## src/inc/dbcs_pkg.sv

```systemverilog
// Constants and types for the dual battery charge sequencer
// What this block does
// - Pull the host alert low on battery or adapter presence change or power-on.
// - Release alert on alert response or host status, control, info, vendor reads.
// - Alert response returns address 0x14; release alert only once it is sent.
// - Wake-up charge needs good band, adapter, no inhibit bit, no hardware inhibit.
// - Start wake-up charge when a newly inserted battery answers no reads.
// - Only one battery wake-charges; battery one first, two after one ends.
// - Wake-up charging takes priority over controlled charging.
// - Host restart or power-on clears wake timers and retries both batteries.
// - Retry wake-up on idle battery in ideal band that answers no query.
// - Disable wake-up when cold or under band beyond the charge time limit.
// - End wake-up on over band, adapter loss, calibrate, answers, alarm, inhibits.
// - End wake-up on hot, timed cold/under, stuck bus, supply fault, emergency.
// - Cache one alarm bit per battery from upper four alarm bits; keep if unanswered.
// - Clear cached alarm on removal, clean alarm read, power-on, or host restart.
// - Wake-up current fixed at wake current, low current mode, no voltage ceiling.
// - Controlled charge needs wake conditions plus clean alarm and nonzero requests.
// - Poll each battery once per poll interval for alarm, voltages and currents.
// - End controlled charge on removal, adapter loss, calibrate, zero requests, inhibits.
// - End controlled charge on read timeout, hot, stuck bus, supply fault, emergency.
// - Any stop halts all charging and zeroes the current algorithm until conditions hold.
// - Single battery: adjust programmed current by request minus report once per poll.
// - Two batteries: change total current by the smaller of both differences.
// - Never let either battery's reported current exceed its request.
package dbcs_pkg;

	localparam int             DBCS_CLK_NS        = 50;
	localparam int             DBCS_POLL_NS       = 1000000000;
	localparam logic [24:0]    DBCS_POLL_CYCLES   =
		25'(DBCS_POLL_NS / DBCS_CLK_NS);
	localparam int             DBCS_LIMIT_S       = 180;
	localparam logic [7:0]     DBCS_LIMIT_POLLS   =
		8'(DBCS_LIMIT_S * 1000 / (DBCS_POLL_NS / 1000000));

	localparam logic [7:0]     DBCS_ARA_ADDR      = 8'h14;

	localparam logic [3:0]     DBCS_OFF_CTRL      = 4'h0;
	localparam logic [3:0]     DBCS_OFF_STATUS    = 4'h4;
	localparam logic [3:0]     DBCS_OFF_PROG      = 4'h8;
	localparam logic [3:0]     DBCS_OFF_WAKE_CUR  = 4'hC;

	localparam int             DBCS_CTRL_INHIBIT  = 0;
	localparam int             DBCS_CTRL_CALIB    = 1;
	localparam int             DBCS_CTRL_PNG      = 2;
	localparam int             DBCS_CTRL_RESTART  = 3;
	localparam logic [2:0]     DBCS_CTRL_RST      = 3'h0;
	localparam logic [15:0]    DBCS_WAKE_CUR_RST  = 16'h0080;
	localparam logic [1:0]     DBCS_RESP_OKAY     = 2'h0;
	localparam logic [1:0]     DBCS_RESP_SLVERR   = 2'h2;

	typedef enum logic [2:0] {
		BAND_COLD,
		BAND_IDEAL,
		BAND_UNDER,
		BAND_OVER,
		BAND_HOT
	} dbcs_band_t;

	// One finished poll of one battery, from the bus master engine
	typedef struct packed {
		logic        done;
		logic        alarm_ack;
		logic [15:0] alarm;
		logic        rcur_ack;
		logic [15:0] rcur;
		logic        cur_ack;
		logic [15:0] cur;
		logic        rvol_ack;
		logic [15:0] rvol;
		logic        vol_ack;
	} dbcs_poll_t;

endpackage : dbcs_pkg

```

## src/logic/dbcs_sequencer.sv

```systemverilog
// Charge sequencer: wake-up and controlled charging, alarms, alert, servo
`timescale 1ns/1ps
module dbcs_sequencer
	import dbcs_pkg::*;
#(
	parameter logic [24:0] POLL_CYCLES = DBCS_POLL_CYCLES,
	parameter logic [7:0]  LIMIT_POLLS = DBCS_LIMIT_POLLS
) (
	input  wire logic             sys_clk,
	input  wire logic             reset_n,
	input  wire logic             ce,
	input  wire logic [3:0]       s_awaddr,
	input  wire logic             s_awvalid,
	output logic                  s_awready,
	input  wire logic [31:0]      s_wdata,
	input  wire logic [3:0]       s_wstrb,
	input  wire logic             s_wvalid,
	output logic                  s_wready,
	output logic [1:0]            s_bresp,
	output logic                  s_bvalid,
	input  wire logic             s_bready,
	input  wire logic [3:0]       s_araddr,
	input  wire logic             s_arvalid,
	output logic                  s_arready,
	output logic [31:0]           s_rdata,
	output logic [1:0]            s_rresp,
	output logic                  s_rvalid,
	input  wire logic             s_rready,
	input  dbcs_band_t [1:0]      band,
	input  dbcs_poll_t [1:0]      poll_rsp,
	input  wire logic             adapter_present,
	input  wire logic             adapter_divider_input,
	input  wire logic             mode_pin_low,
	input  wire logic             bus_supply_sense,
	input  wire logic [2:0]       bus_line_low,
	input  wire logic             ara_addr_sent,
	input  wire logic             host_status_read,
	output logic                  poll_req,
	output logic [1:0]            wake_en,
	output logic [1:0]            ctrl_en,
	output logic [15:0]           prog_current,
	output logic                  low_current_mode,
	output logic                  vceil_bypass,
	output logic                  alert_oe,
	output logic [7:0]            ara_address
);

	logic [24:0] poll_cnt_ff;
	logic [24:0] stuck_cnt_ff;
	logic        poll_req_ff;
	logic        alert_ff;
	logic        adapter_ff;
	logic [1:0]  present_ff;
	logic [1:0]  wake_need_ff;
	logic [1:0]  alarm_ff;
	logic [1:0]  good_ff;
	logic [1:0]  timed_out;
	logic [1:0]  noack_out;
	logic [1:0]  wake_ff;
	logic [1:0]  ctrl_ff;
	logic        hold_ff;
	logic [15:0] prog_ff;
	logic        low_mode_ff;
	logic [15:0] rcur_ff [2];
	logic [15:0] cur_ff  [2];
	logic [2:0]  ctrl_reg_ff;
	logic        restart_ff;
	logic [15:0] wake_cur_ff;
	logic        aw_have_ff;
	logic        w_have_ff;
	logic [3:0]  awaddr_ff;
	logic [31:0] wdata_ff;
	logic [3:0]  wstrb_ff;
	logic        awready_ff;
	logic        wready_ff;
	logic        bvalid_ff;
	logic [1:0]  bresp_ff;
	logic        arready_ff;
	logic        rvalid_ff;
	logic [31:0] rdata_ff;
	logic [1:0]  rresp_ff;

	logic        poll_tick;
	logic        bus_stuck;
	logic        common_ok;
	logic [1:0]  present;
	logic [1:0]  band_ok;
	logic [1:0]  wake_ok;
	logic [1:0]  ctrl_ok;
	logic [1:0]  nxt_wake;
	logic [1:0]  nxt_ctrl;
	logic        stop_all;
	logic        alert_set;
	logic        wr_fire;
	logic [31:0] wmask;
	logic [17:0] diff [2];
	logic [17:0] step;
	logic [17:0] nxt_sum;

	assign s_awready        = awready_ff;
	assign s_wready         = wready_ff;
	assign s_bvalid         = bvalid_ff;
	assign s_bresp          = bresp_ff;
	assign s_arready        = arready_ff;
	assign s_rvalid         = rvalid_ff;
	assign s_rdata          = rdata_ff;
	assign s_rresp          = rresp_ff;
	assign poll_req         = poll_req_ff;
	assign wake_en          = wake_ff;
	assign ctrl_en          = ctrl_ff;
	assign prog_current     = prog_ff;
	assign low_current_mode = low_mode_ff;
	assign vceil_bypass     = low_mode_ff;
	assign alert_oe         = alert_ff;

	// Poll interval timer, free running on the system clock while ce is high
	assign poll_tick = (poll_cnt_ff == POLL_CYCLES - 25'h0000001);

	always_ff @(posedge sys_clk) begin
		if (!reset_n) begin
			poll_cnt_ff <= 25'h0000000;
			poll_req_ff <= 1'b0;
		end else if (ce) begin
			poll_cnt_ff <= poll_tick ? 25'h0000000 : poll_cnt_ff + 25'h0000001;
			poll_req_ff <= poll_tick;
		end
	end

	// Any bus line low past one poll interval counts as a grounded bus
	assign bus_stuck = (stuck_cnt_ff >= POLL_CYCLES);

	always_ff @(posedge sys_clk) begin
		if (!reset_n) begin
			stuck_cnt_ff <= 25'h0000000;
		end else if (ce) begin
			if (bus_line_low == 3'h0)
				stuck_cnt_ff <= 25'h0000000;
			else if (!bus_stuck)
				stuck_cnt_ff <= stuck_cnt_ff + 25'h0000001;
		end
	end

	assign common_ok = adapter_present && !ctrl_reg_ff[DBCS_CTRL_INHIBIT] &&
		!(mode_pin_low && bus_supply_sense) && !ctrl_reg_ff[DBCS_CTRL_CALIB] &&
		!ctrl_reg_ff[DBCS_CTRL_PNG] && adapter_divider_input && !bus_stuck;

	genvar b;
	generate
		for (b = 0; b < 2; b++) begin : g_bat
			logic [7:0] chg_polls_ff;
			logic [7:0] noack_polls_ff;
			logic       any_ack;
			logic       cur_ans;
			logic       cold_under;

			assign present[b] = (band[b] != BAND_OVER);
			assign band_ok[b] = (band[b] == BAND_COLD) ||
				(band[b] == BAND_IDEAL) || (band[b] == BAND_UNDER);
			assign cold_under = (band[b] == BAND_COLD) || (band[b] == BAND_UNDER);
			assign any_ack = poll_rsp[b].alarm_ack || cur_ans;
			assign cur_ans = poll_rsp[b].rcur_ack || poll_rsp[b].cur_ack ||
				poll_rsp[b].rvol_ack || poll_rsp[b].vol_ack;
			assign timed_out[b] = cold_under && (chg_polls_ff >= LIMIT_POLLS);
			assign noack_out[b] = (noack_polls_ff >= LIMIT_POLLS);

			// Charge time, counted in poll ticks while this battery charges
			always_ff @(posedge sys_clk) begin
				if (!reset_n) begin
					chg_polls_ff <= 8'h00;
				end else if (ce) begin
					if (!present[b] || restart_ff)
						chg_polls_ff <= 8'h00;
					else if (poll_tick && (wake_ff[b] || ctrl_ff[b]) &&
						chg_polls_ff != 8'hFF)
						chg_polls_ff <= chg_polls_ff + 8'h01;
				end
			end

			always_ff @(posedge sys_clk) begin
				if (!reset_n) begin
					noack_polls_ff <= 8'h00;
				end else if (ce) begin
					if (!present[b] || (poll_rsp[b].done && any_ack))
						noack_polls_ff <= 8'h00;
					else if (poll_tick && noack_polls_ff != 8'hFF)
						noack_polls_ff <= noack_polls_ff + 8'h01;
				end
			end

			// Reset leaves the need set, so power-on retries both batteries
			always_ff @(posedge sys_clk) begin
				if (!reset_n) begin
					wake_need_ff[b] <= 1'b1;
				end else if (ce) begin
					if (restart_ff || (present[b] && !present_ff[b]))
						wake_need_ff[b] <= 1'b1;
					else if (!present[b] || (poll_rsp[b].done && cur_ans))
						wake_need_ff[b] <= 1'b0;
					else if (poll_rsp[b].done && !any_ack && !wake_ff[b] &&
						!ctrl_ff[b] && band[b] == BAND_IDEAL)
						wake_need_ff[b] <= 1'b1;
				end
			end

			// Set from the alarm word lands after the clears, so it wins
			always_ff @(posedge sys_clk) begin
				if (!reset_n) begin
					alarm_ff[b] <= 1'b0;
				end else if (ce) begin
					if (!present[b] || restart_ff)
						alarm_ff[b] <= 1'b0;
					if (poll_rsp[b].done && poll_rsp[b].alarm_ack)
						alarm_ff[b] <= (poll_rsp[b].alarm[15:12] != 4'h0);
				end
			end

			always_ff @(posedge sys_clk) begin
				if (!reset_n) begin
					good_ff[b]  <= 1'b0;
					rcur_ff[b]  <= 16'h0000;
					cur_ff[b]   <= 16'h0000;
					present_ff[b] <= 1'b0;
				end else if (ce) begin
					present_ff[b] <= present[b];
					if (!present[b]) begin
						good_ff[b] <= 1'b0;
					end else if (poll_rsp[b].done) begin
						good_ff[b] <= poll_rsp[b].alarm_ack &&
							poll_rsp[b].alarm[15:12] == 4'h0 &&
							poll_rsp[b].rvol_ack && poll_rsp[b].rvol != 16'h0000 &&
							poll_rsp[b].vol_ack && poll_rsp[b].rcur_ack &&
							poll_rsp[b].rcur != 16'h0000 && poll_rsp[b].cur_ack;
						rcur_ff[b] <= poll_rsp[b].rcur;
						cur_ff[b]  <= poll_rsp[b].cur;
					end
				end
			end

			assign wake_ok[b] = wake_need_ff[b] && present[b] && band_ok[b] &&
				common_ok && !alarm_ff[b] && !timed_out[b];
			assign ctrl_ok[b] = present[b] && band_ok[b] && common_ok &&
				good_ff[b] && !alarm_ff[b] && !noack_out[b];
			assign diff[b] = {2'h0, rcur_ff[b]} - {2'h0, cur_ff[b]};

			alarm_cache_a: assert property (@(posedge sys_clk) disable iff (!reset_n)
				ce && present[b] && !restart_ff && poll_rsp[b].done &&
				poll_rsp[b].alarm_ack && poll_rsp[b].alarm[15:12] != 4'h0
				|=> alarm_ff[b] ##1 (!ctrl_ff[b] && wake_ff[b] == 1'b0))
				else $error("charge alarm not cached or charging went on");
		end
	endgenerate

	// Battery one keeps the wake slot; two waits until one cannot use it
	always_comb begin
		nxt_wake = 2'h0;
		if (wake_ok[0])
			nxt_wake = 2'h1;
		else if (wake_ok[1])
			nxt_wake = 2'h2;
	end

	assign stop_all = ((ctrl_ff & ~ctrl_ok) != 2'h0) || (nxt_wake != 2'h0);

	always_comb begin
		nxt_ctrl = 2'h0;
		if (!stop_all && !hold_ff)
			nxt_ctrl = ctrl_ok & ~wake_need_ff;
	end

	// After a stop, wait for the next poll tick; the decision then uses data from before that poll's answers
	always_ff @(posedge sys_clk) begin
		if (!reset_n) begin
			hold_ff <= 1'b0;
		end else if (ce) begin
			if ((ctrl_ff & ~ctrl_ok) != 2'h0)
				hold_ff <= 1'b1;
			else if (poll_tick)
				hold_ff <= 1'b0;
		end
	end

	always_ff @(posedge sys_clk) begin
		if (!reset_n) begin
			wake_ff  <= 2'h0;
			ctrl_ff  <= 2'h0;
		end else if (ce) begin
			wake_ff <= nxt_wake;
			ctrl_ff <= nxt_ctrl;
		end
	end

	// A battery drawing more than asked pulls the step negative
	always_comb begin
		step = 18'h00000;
		if (ctrl_ff == 2'h3)
			step = ($signed(diff[0]) < $signed(diff[1])) ? diff[0] : diff[1];
		else if (ctrl_ff[0])
			step = diff[0];
		else if (ctrl_ff[1])
			step = diff[1];
	end

	assign nxt_sum = {2'h0, prog_ff} + step;

	always_ff @(posedge sys_clk) begin
		if (!reset_n) begin
			prog_ff     <= 16'h0000;
			low_mode_ff <= 1'b0;
		end else if (ce) begin
			low_mode_ff <= (nxt_wake != 2'h0);
			if (nxt_wake != 2'h0)
				prog_ff <= wake_cur_ff;
			else if (nxt_ctrl == 2'h0)
				prog_ff <= 16'h0000;
			else if (poll_tick)
				prog_ff <= nxt_sum[17] ? 16'h0000 :
					(nxt_sum[16] ? 16'hFFFF : nxt_sum[15:0]);
		end
	end

	// Set wins over a release arriving in the same cycle
	assign alert_set = (present != present_ff) || (adapter_present != adapter_ff);

	always_ff @(posedge sys_clk) begin
		if (!reset_n) begin
			alert_ff    <= 1'b1;
			adapter_ff  <= 1'b0;
			ara_address <= DBCS_ARA_ADDR;
		end else if (ce) begin
			adapter_ff  <= adapter_present;
			ara_address <= DBCS_ARA_ADDR;
			if (alert_set)
				alert_ff <= 1'b1;
			else if (ara_addr_sent || host_status_read)
				alert_ff <= 1'b0;
		end
	end

	// AXI4-Lite write: address and data taken in either order
	assign wr_fire = aw_have_ff && w_have_ff && !bvalid_ff;
	assign wmask = {{8{wstrb_ff[3]}}, {8{wstrb_ff[2]}},
		{8{wstrb_ff[1]}}, {8{wstrb_ff[0]}}};

	always_ff @(posedge sys_clk) begin
		if (!reset_n) begin
			aw_have_ff <= 1'b0;
			w_have_ff  <= 1'b0;
			awready_ff <= 1'b1;
			wready_ff  <= 1'b1;
			bvalid_ff  <= 1'b0;
			bresp_ff   <= DBCS_RESP_OKAY;
			awaddr_ff  <= 4'h0;
			wdata_ff   <= 32'h00000000;
			wstrb_ff   <= 4'h0;
		end else if (ce) begin
			if (s_awvalid && awready_ff) begin
				aw_have_ff <= 1'b1;
				awready_ff <= 1'b0;
				awaddr_ff  <= s_awaddr;
			end
			if (s_wvalid && wready_ff) begin
				w_have_ff <= 1'b1;
				wready_ff <= 1'b0;
				wdata_ff  <= s_wdata;
				wstrb_ff  <= s_wstrb;
			end
			if (wr_fire) begin
				bvalid_ff <= 1'b1;
				bresp_ff  <= (awaddr_ff == DBCS_OFF_CTRL ||
					awaddr_ff == DBCS_OFF_WAKE_CUR) ? DBCS_RESP_OKAY : DBCS_RESP_SLVERR;
			end
			if (bvalid_ff && s_bready) begin
				bvalid_ff  <= 1'b0;
				aw_have_ff <= 1'b0;
				w_have_ff  <= 1'b0;
				awready_ff <= 1'b1;
				wready_ff  <= 1'b1;
			end
		end
	end

	// Restart is a one-cycle pulse; the register never stores it
	always_ff @(posedge sys_clk) begin
		if (!reset_n) begin
			ctrl_reg_ff <= DBCS_CTRL_RST;
			restart_ff  <= 1'b0;
			wake_cur_ff <= DBCS_WAKE_CUR_RST;
		end else if (ce) begin
			restart_ff <= wr_fire && awaddr_ff == DBCS_OFF_CTRL &&
				wstrb_ff[0] && wdata_ff[DBCS_CTRL_RESTART];
			if (wr_fire && awaddr_ff == DBCS_OFF_CTRL && wstrb_ff[0])
				ctrl_reg_ff <= wdata_ff[2:0];
			if (wr_fire && awaddr_ff == DBCS_OFF_WAKE_CUR)
				wake_cur_ff <= (wake_cur_ff & ~wmask[15:0]) |
					(wdata_ff[15:0] & wmask[15:0]);
		end
	end

	always_ff @(posedge sys_clk) begin
		if (!reset_n) begin
			arready_ff <= 1'b1;
			rvalid_ff  <= 1'b0;
			rdata_ff   <= 32'h00000000;
			rresp_ff   <= DBCS_RESP_OKAY;
		end else if (ce) begin
			if (s_arvalid && arready_ff) begin
				arready_ff <= 1'b0;
				rvalid_ff  <= 1'b1;
				rresp_ff   <= DBCS_RESP_OKAY;
				unique case (s_araddr)
					DBCS_OFF_CTRL:     rdata_ff <= {29'h0, ctrl_reg_ff};
					DBCS_OFF_STATUS:   rdata_ff <= {23'h0, alert_ff, alarm_ff,
						wake_need_ff, ctrl_ff, wake_ff};
					DBCS_OFF_PROG:     rdata_ff <= {16'h0, prog_ff};
					DBCS_OFF_WAKE_CUR: rdata_ff <= {16'h0, wake_cur_ff};
					default: begin
						rdata_ff <= 32'h00000000;
						rresp_ff <= DBCS_RESP_SLVERR;
					end
				endcase
			end
			if (rvalid_ff && s_rready) begin
				rvalid_ff  <= 1'b0;
				arready_ff <= 1'b1;
			end
		end
	end

	alert_set_a: assert property (@(posedge sys_clk) disable iff (!reset_n)
		ce && (present != present_ff || adapter_present != adapter_ff)
		|=> alert_oe)
		else $error("presence change did not assert alert");

	alert_release_a: assert property (@(posedge sys_clk) disable iff (!reset_n)
		ce && (ara_addr_sent || host_status_read) && !alert_set
		|=> !alert_oe)
		else $error("alert not released after response or status read");

	wake_single_a: assert property (@(posedge sys_clk) disable iff (!reset_n)
		wake_en != 2'h3 &&
		(!wake_en[1] || !$past(wake_ok[0]) || !$past(ce)))
		else $error("two batteries wake charging or battery two ahead");

	wake_priority_a: assert property (@(posedge sys_clk) disable iff (!reset_n)
		wake_en != 2'h0 |-> ctrl_en == 2'h0)
		else $error("controlled charge during wake-up charge");

	wake_current_a: assert property (@(posedge sys_clk) disable iff (!reset_n)
		ce && wake_ok[0] |=> wake_en == 2'h1 && low_current_mode &&
		prog_current == $past(wake_cur_ff))
		else $error("wake charge current or mode wrong");

	stop_all_a: assert property (@(posedge sys_clk) disable iff (!reset_n)
		ce && ctrl_en != 2'h0 && (ctrl_en & ~ctrl_ok) != 2'h0
		|=> ctrl_en == 2'h0 && (prog_current == 16'h0000 || low_current_mode))
		else $error("charging not stopped for all batteries");

	poll_period_a: assert property (@(posedge sys_clk) disable iff (!reset_n)
		poll_req |-> poll_cnt_ff == 25'h0000000 && $past(poll_tick))
		else $error("poll request off its interval");

	restart_wake_a: assert property (@(posedge sys_clk) disable iff (!reset_n)
		ce && restart_ff && !(poll_rsp[0].done || poll_rsp[1].done)
		|=> wake_need_ff == 2'h3 && alarm_ff == 2'h0)
		else $error("restart did not retry wake-up or clear alarms");

endmodule : dbcs_sequencer

```

## config.mk

```make
export PLATFORM = sky130hd
export DESIGN_NAME = dbcs_sequencer
export DESIGN_NICKNAME = d
export VERILOG_FILES = /design/src/inc/dbcs_pkg.sv /design/src/logic/dbcs_sequencer.sv
export SDC_FILE = /design/constraint.sdc
export NUM_CORES = 1
export LEC_CHECK = 0
export BUFFER_PORTS_ARGS = -buffer_cell sky130_fd_sc_hd__buf_2
export CAP_MARGIN = 10
export CORE_MARGIN = 1.5
export CORE_UTILIZATION = 60
export DETAILED_ROUTE_END_ITERATION = 8
export GPL_TIMING_DRIVEN = 1
export PLACE_DENSITY_LB_ADDON = 0.3
export SKIP_LAST_GASP = 1
export SYNTH_ARGS = -nofsm -noshare
export SYNTH_HDL_FRONTEND = slang
export SYNTH_SLANG_ARGS = --single-unit
```

## constraint.sdc

```tcl
create_clock -name sys_clk -period 18.2 [get_ports sys_clk]
set_clock_uncertainty 0.1 [all_clocks]
set_input_delay 3.64 -clock sys_clk [delete_from_list [all_inputs] [get_ports sys_clk]]
set_output_delay 3.64 -clock sys_clk [all_outputs]
set_load 0.05 [all_outputs]
```

==> flow_metrics.env <==
export IMPL_run_status="finished, final reports clean"
export IMPL_wl_mm=34.2
export IMPL_postCtsHoldBufs=0
export IMPL_multi_input_area_um2=7840
export IMPL_ant_nets=0
export IMPL_area_growth_pct=14.7
export IMPL_cts_tree="done"
export IMPL_synth_edf_count=64
export IMPL_cts_resized=0
export IMPL_worstPathArrival_ns=8.78
export IMPL_io_buffers=211
export IMPL_slew_violations=0
export IMPL_clock_sinks=246
export IMPL_numCtsBuffers=26
export IMPL_grt_antenna_before_repair=2
export IMPL_clk_latency_ns=0.56
export IMPL_p_leak_nw=6.86
export IMPL_fillers=1776
export IMPL_syn_inst=1622
export IMPL_mostFrequentLayoutCells="211 x buf_2, 184 x nor2_1, 182 x nand2_1, 182 x dfxtp_1, 100 x a21oi_1"
export IMPL_finalPower_mw=1.37
export IMPL_utilization=0.707
export IMPL_met3_length_mm=2.51
export IMPL_top_layer="met4"
export IMPL_hold_viol_final=0
export IMPL_regArea_um2=5570
export IMPL_synth_cell_types=84
export IMPL_coreArea_um2=22800
export IMPL_drv_cap=0
export IMPL_cp_required_ns=18.59
export IMPL_rsz0062_at_grt="false"
export IMPL_wl_per_cell_um=16.0
export IMPL_cpMostUsedCell="o21ai_0"
export IMPL_dr_wl_met2_mm=15.9
export IMPL_dp_hpwl_mm=25.5
export IMPL_gr_total_overflow=0
export IMPL_dieArea_um2=24300
export IMPL_via_per_inst=5.79
export IMPL_yosysWarnings=0
export IMPL_synth_yosys_seq_area_share=0.396
export IMPL_h_tree_depth=1
export IMPL_ys_flop_type="dfxtp_1"
export IMPL_grt_pass1_wl_mm=54.5
export IMPL_clkTransAtPathRegs_ns=0.06
export IMPL_io_pins=280
export IMPL_async_reset_ff_frac=0
export IMPL_cpPeakStageDelay_ns=0.66
export IMPL_synth_area_per_cell_um2=8.66
export IMPL_criticalPathCategory="reg -> reg"
export IMPL_grt_pass1_vias=11400
export IMPL_power_density_nw_per_um2=85.3
export IMPL_row_count=55
export IMPL_period_needed_ns=8.39
export IMPL_clockBufferDepth=3
export IMPL_finalCritPeriodShare=0.461
export IMPL_vias=12400
export IMPL_critPathLaunch="rcur_ff[1][1]$_SDFFCE_PN0P_"
export IMPL_die_w_um=156
export IMPL_nNetsFinal=2094
export IMPL_cts_setup_buffers=0
export IMPL_start_util=0.616
export IMPL_critPathMaxFanout=16
export IMPL_met1Wirelength_mm=14.7
export IMPL_peakVddDrop_mv=0.0624
export IMPL_grt_max_degree=82
export IMPL_rr_startpoint="rcur_ff[1][1]$_SDFFCE_PN0P_"
export IMPL_firstDrtPassIters=7
export IMPL_drive_above_1_share=0.170
export IMPL_hp_class="reg -> reg"
export IMPL_relSlewSlack=0.215
export IMPL_final_common_cell="buf_2"
export IMPL_cp_end_kind="register"
export IMPL_ys_ff_latch=246
export IMPL_drt_iter0_drc=1000
export IMPL_setup_viol=0
export IMPL_die_h_um=156
export IMPL_tightestPinTransition_ns=1.18
export IMPL_place_gp_congestion=0.871
export IMPL_tns_ns=0
export IMPL_grt_use_total=0.275
export IMPL_root_buffer="clkbuf_16"
export IMPL_synth_area_um2=14000
export IMPL_hp_start="aw_have_ff$_SDFFE_PN0P_"
export IMPL_max_freq_ghz=0.119
export IMPL_start_kind="register"
export IMPL_drc_errors=0
export IMPL_crit_slowest_cell="a211oi_4"
## layer usage
layer | track usage | up-vias
li1 | - | 6074
met1 | 0.371 | 5768
met2 | 0.449 | 480
met3 | 0.0403 | 89
met4 | 0.0975 | 0
met5 | 0 | -
## registers in the layout, summed over array words and instances (netlist names), 2 cells and up, named ones only
name,count
g_bat.noack_polls_ff,16
prog_current,16
wake_en,2
alarm_ff,2
g_bat.chg_polls_ff,16
rcur_ff,32
cur_ff,32
awaddr_ff,4
good_ff,2
stuck_cnt_ff,25
ctrl_reg_ff,3
wstrb_ff,2
poll_cnt_ff,25
ctrl_en,2
wdata_ff,16
present_ff,2
wake_need_ff,2
s_rdata,16
## final cells by class
| type | instances | area share |
|---|---|---|
| Multi-Input combinational cell | 1239 | 0.486 |
| Clock buffer | 32 | 0.0455 |
| Tap cell | 313 | 0.0243 |
| Inverter | 75 | 0.0175 |
| Antenna cell | 1 | 0.000155 |
| Clock inverter | 16 | 0.0109 |
| Timing Repair Buffer | 220 | 0.0698 |
| Sequential cell | 246 | 0.346 |
## Yosys cell counts (4+ instances only)
master | instances | area (um^2)
a31oi_1 | 8 | 50.1
edfxtp_1 | 64 | 1920
o2bb2ai_1 | 5 | 43.8
nor3_1 | 34 | 170
a22o_1 | 6 | 52.6
o211a_1 | 4 | 40.0
nand4b_1 | 4 | 35.0
nor4bb_1 | 14 | 140
nor4b_1 | 4 | 35.0
dfxtp_1 | 182 | 3640
nor2_1 | 184 | 691
nand4_1 | 40 | 250
mux2_2 | 13 | 146
and2_1 | 68 | 425
nand3_1 | 42 | 210
buf_4 | 28 | 210
nand2_1 | 182 | 683
nor2b_1 | 10 | 62.6
and3_1 | 25 | 156
xnor2_1 | 43 | 377
a22oi_1 | 12 | 90.1
inv_1 | 73 | 274
o21ai_0 | 74 | 370
ha_1 | 76 | 951
or4_1 | 4 | 30.0
o21ai_1 | 4 | 20.0
a21oi_1 | 101 | 505
nand2b_1 | 10 | 62.6
and4_1 | 5 | 43.8
mux2i_1 | 26 | 260
o31ai_1 | 4 | 30.0
or3_1 | 21 | 131
a21o_1 | 17 | 128
nor4_1 | 35 | 219
xor2_1 | 51 | 447
a211oi_1 | 11 | 82.6
o21a_1 | 8 | 60.1
o21bai_1 | 4 | 30.0
o211ai_1 | 5 | 37.5
clkbuf_1 | 51 | 191
## worst paths after layout
path | slack, ns | to | cells after the start
worst max register to register | 9.81 | prog_current[14]$_SDFFE_PN0P_ | 29
worst min-delay path | 0.35 | aw_have_ff$_SDFFE_PN0P_ | 2
worst max-delay path | 9.81 | prog_current[14]$_SDFFE_PN0P_ | 29
worst min register to register | 0.35 | aw_have_ff$_SDFFE_PN0P_ | 2
## cell families (layout without fill, tap and decap cells)
| logic type | Yosys count | after routing | synth area share |
|---|---|---|---|
| AOI/OAI and AO/OA | 295 | 295 | 0.133 |
| xor gates and xnor gates | 95 | 95 | 0.0598 |
| adders and majority gates | 79 | 79 | 0.0720 |
| buffers and inverters | 161 | 343 | 0.0524 |
| DFF | 246 | 246 | 0.396 |
| muxes | 42 | 42 | 0.0338 |
| other | 2 | 27 | 0.000535 |
| and+or+nand+nor | 702 | 702 | 0.252 |
## report_power, final
part / total, mW / internal [mW] / switching [mW]
clock: 0.548 / 0.318 / 0.230
combinational: 0.238 / 0.0886 / 0.149
sequential: 0.588 / 0.579 / 0.00873
## critical path, delay by kind of cell (launching register included)
family / cells / cell delay [ns]
and+or+nand+nor: 9 / 1.99
DFF: 1 / 0.43
AOI/OAI and AO/OA: 16 / 4.55
adders and majority gates: 3 / 0.98
xor gates and xnor gates: 1 / 0.29
## stage by stage
step	instance area [um^2]	setup slack [ns]	hold slack, ns	instances
2_1_floorplan	14100	11.46	0.326	1646
3_3_place_gp	15200	10.27	0.334	2093
3_5_place_dp	15200	9.97	0.341	2093
4_1_cts	16100	9.91	0.350	2141
5_1_grt	16100	9.06	0.384	2142
6_report	16100	9.81	0.351	2142
No activity file was read; power rests on OpenSTA's default activity.
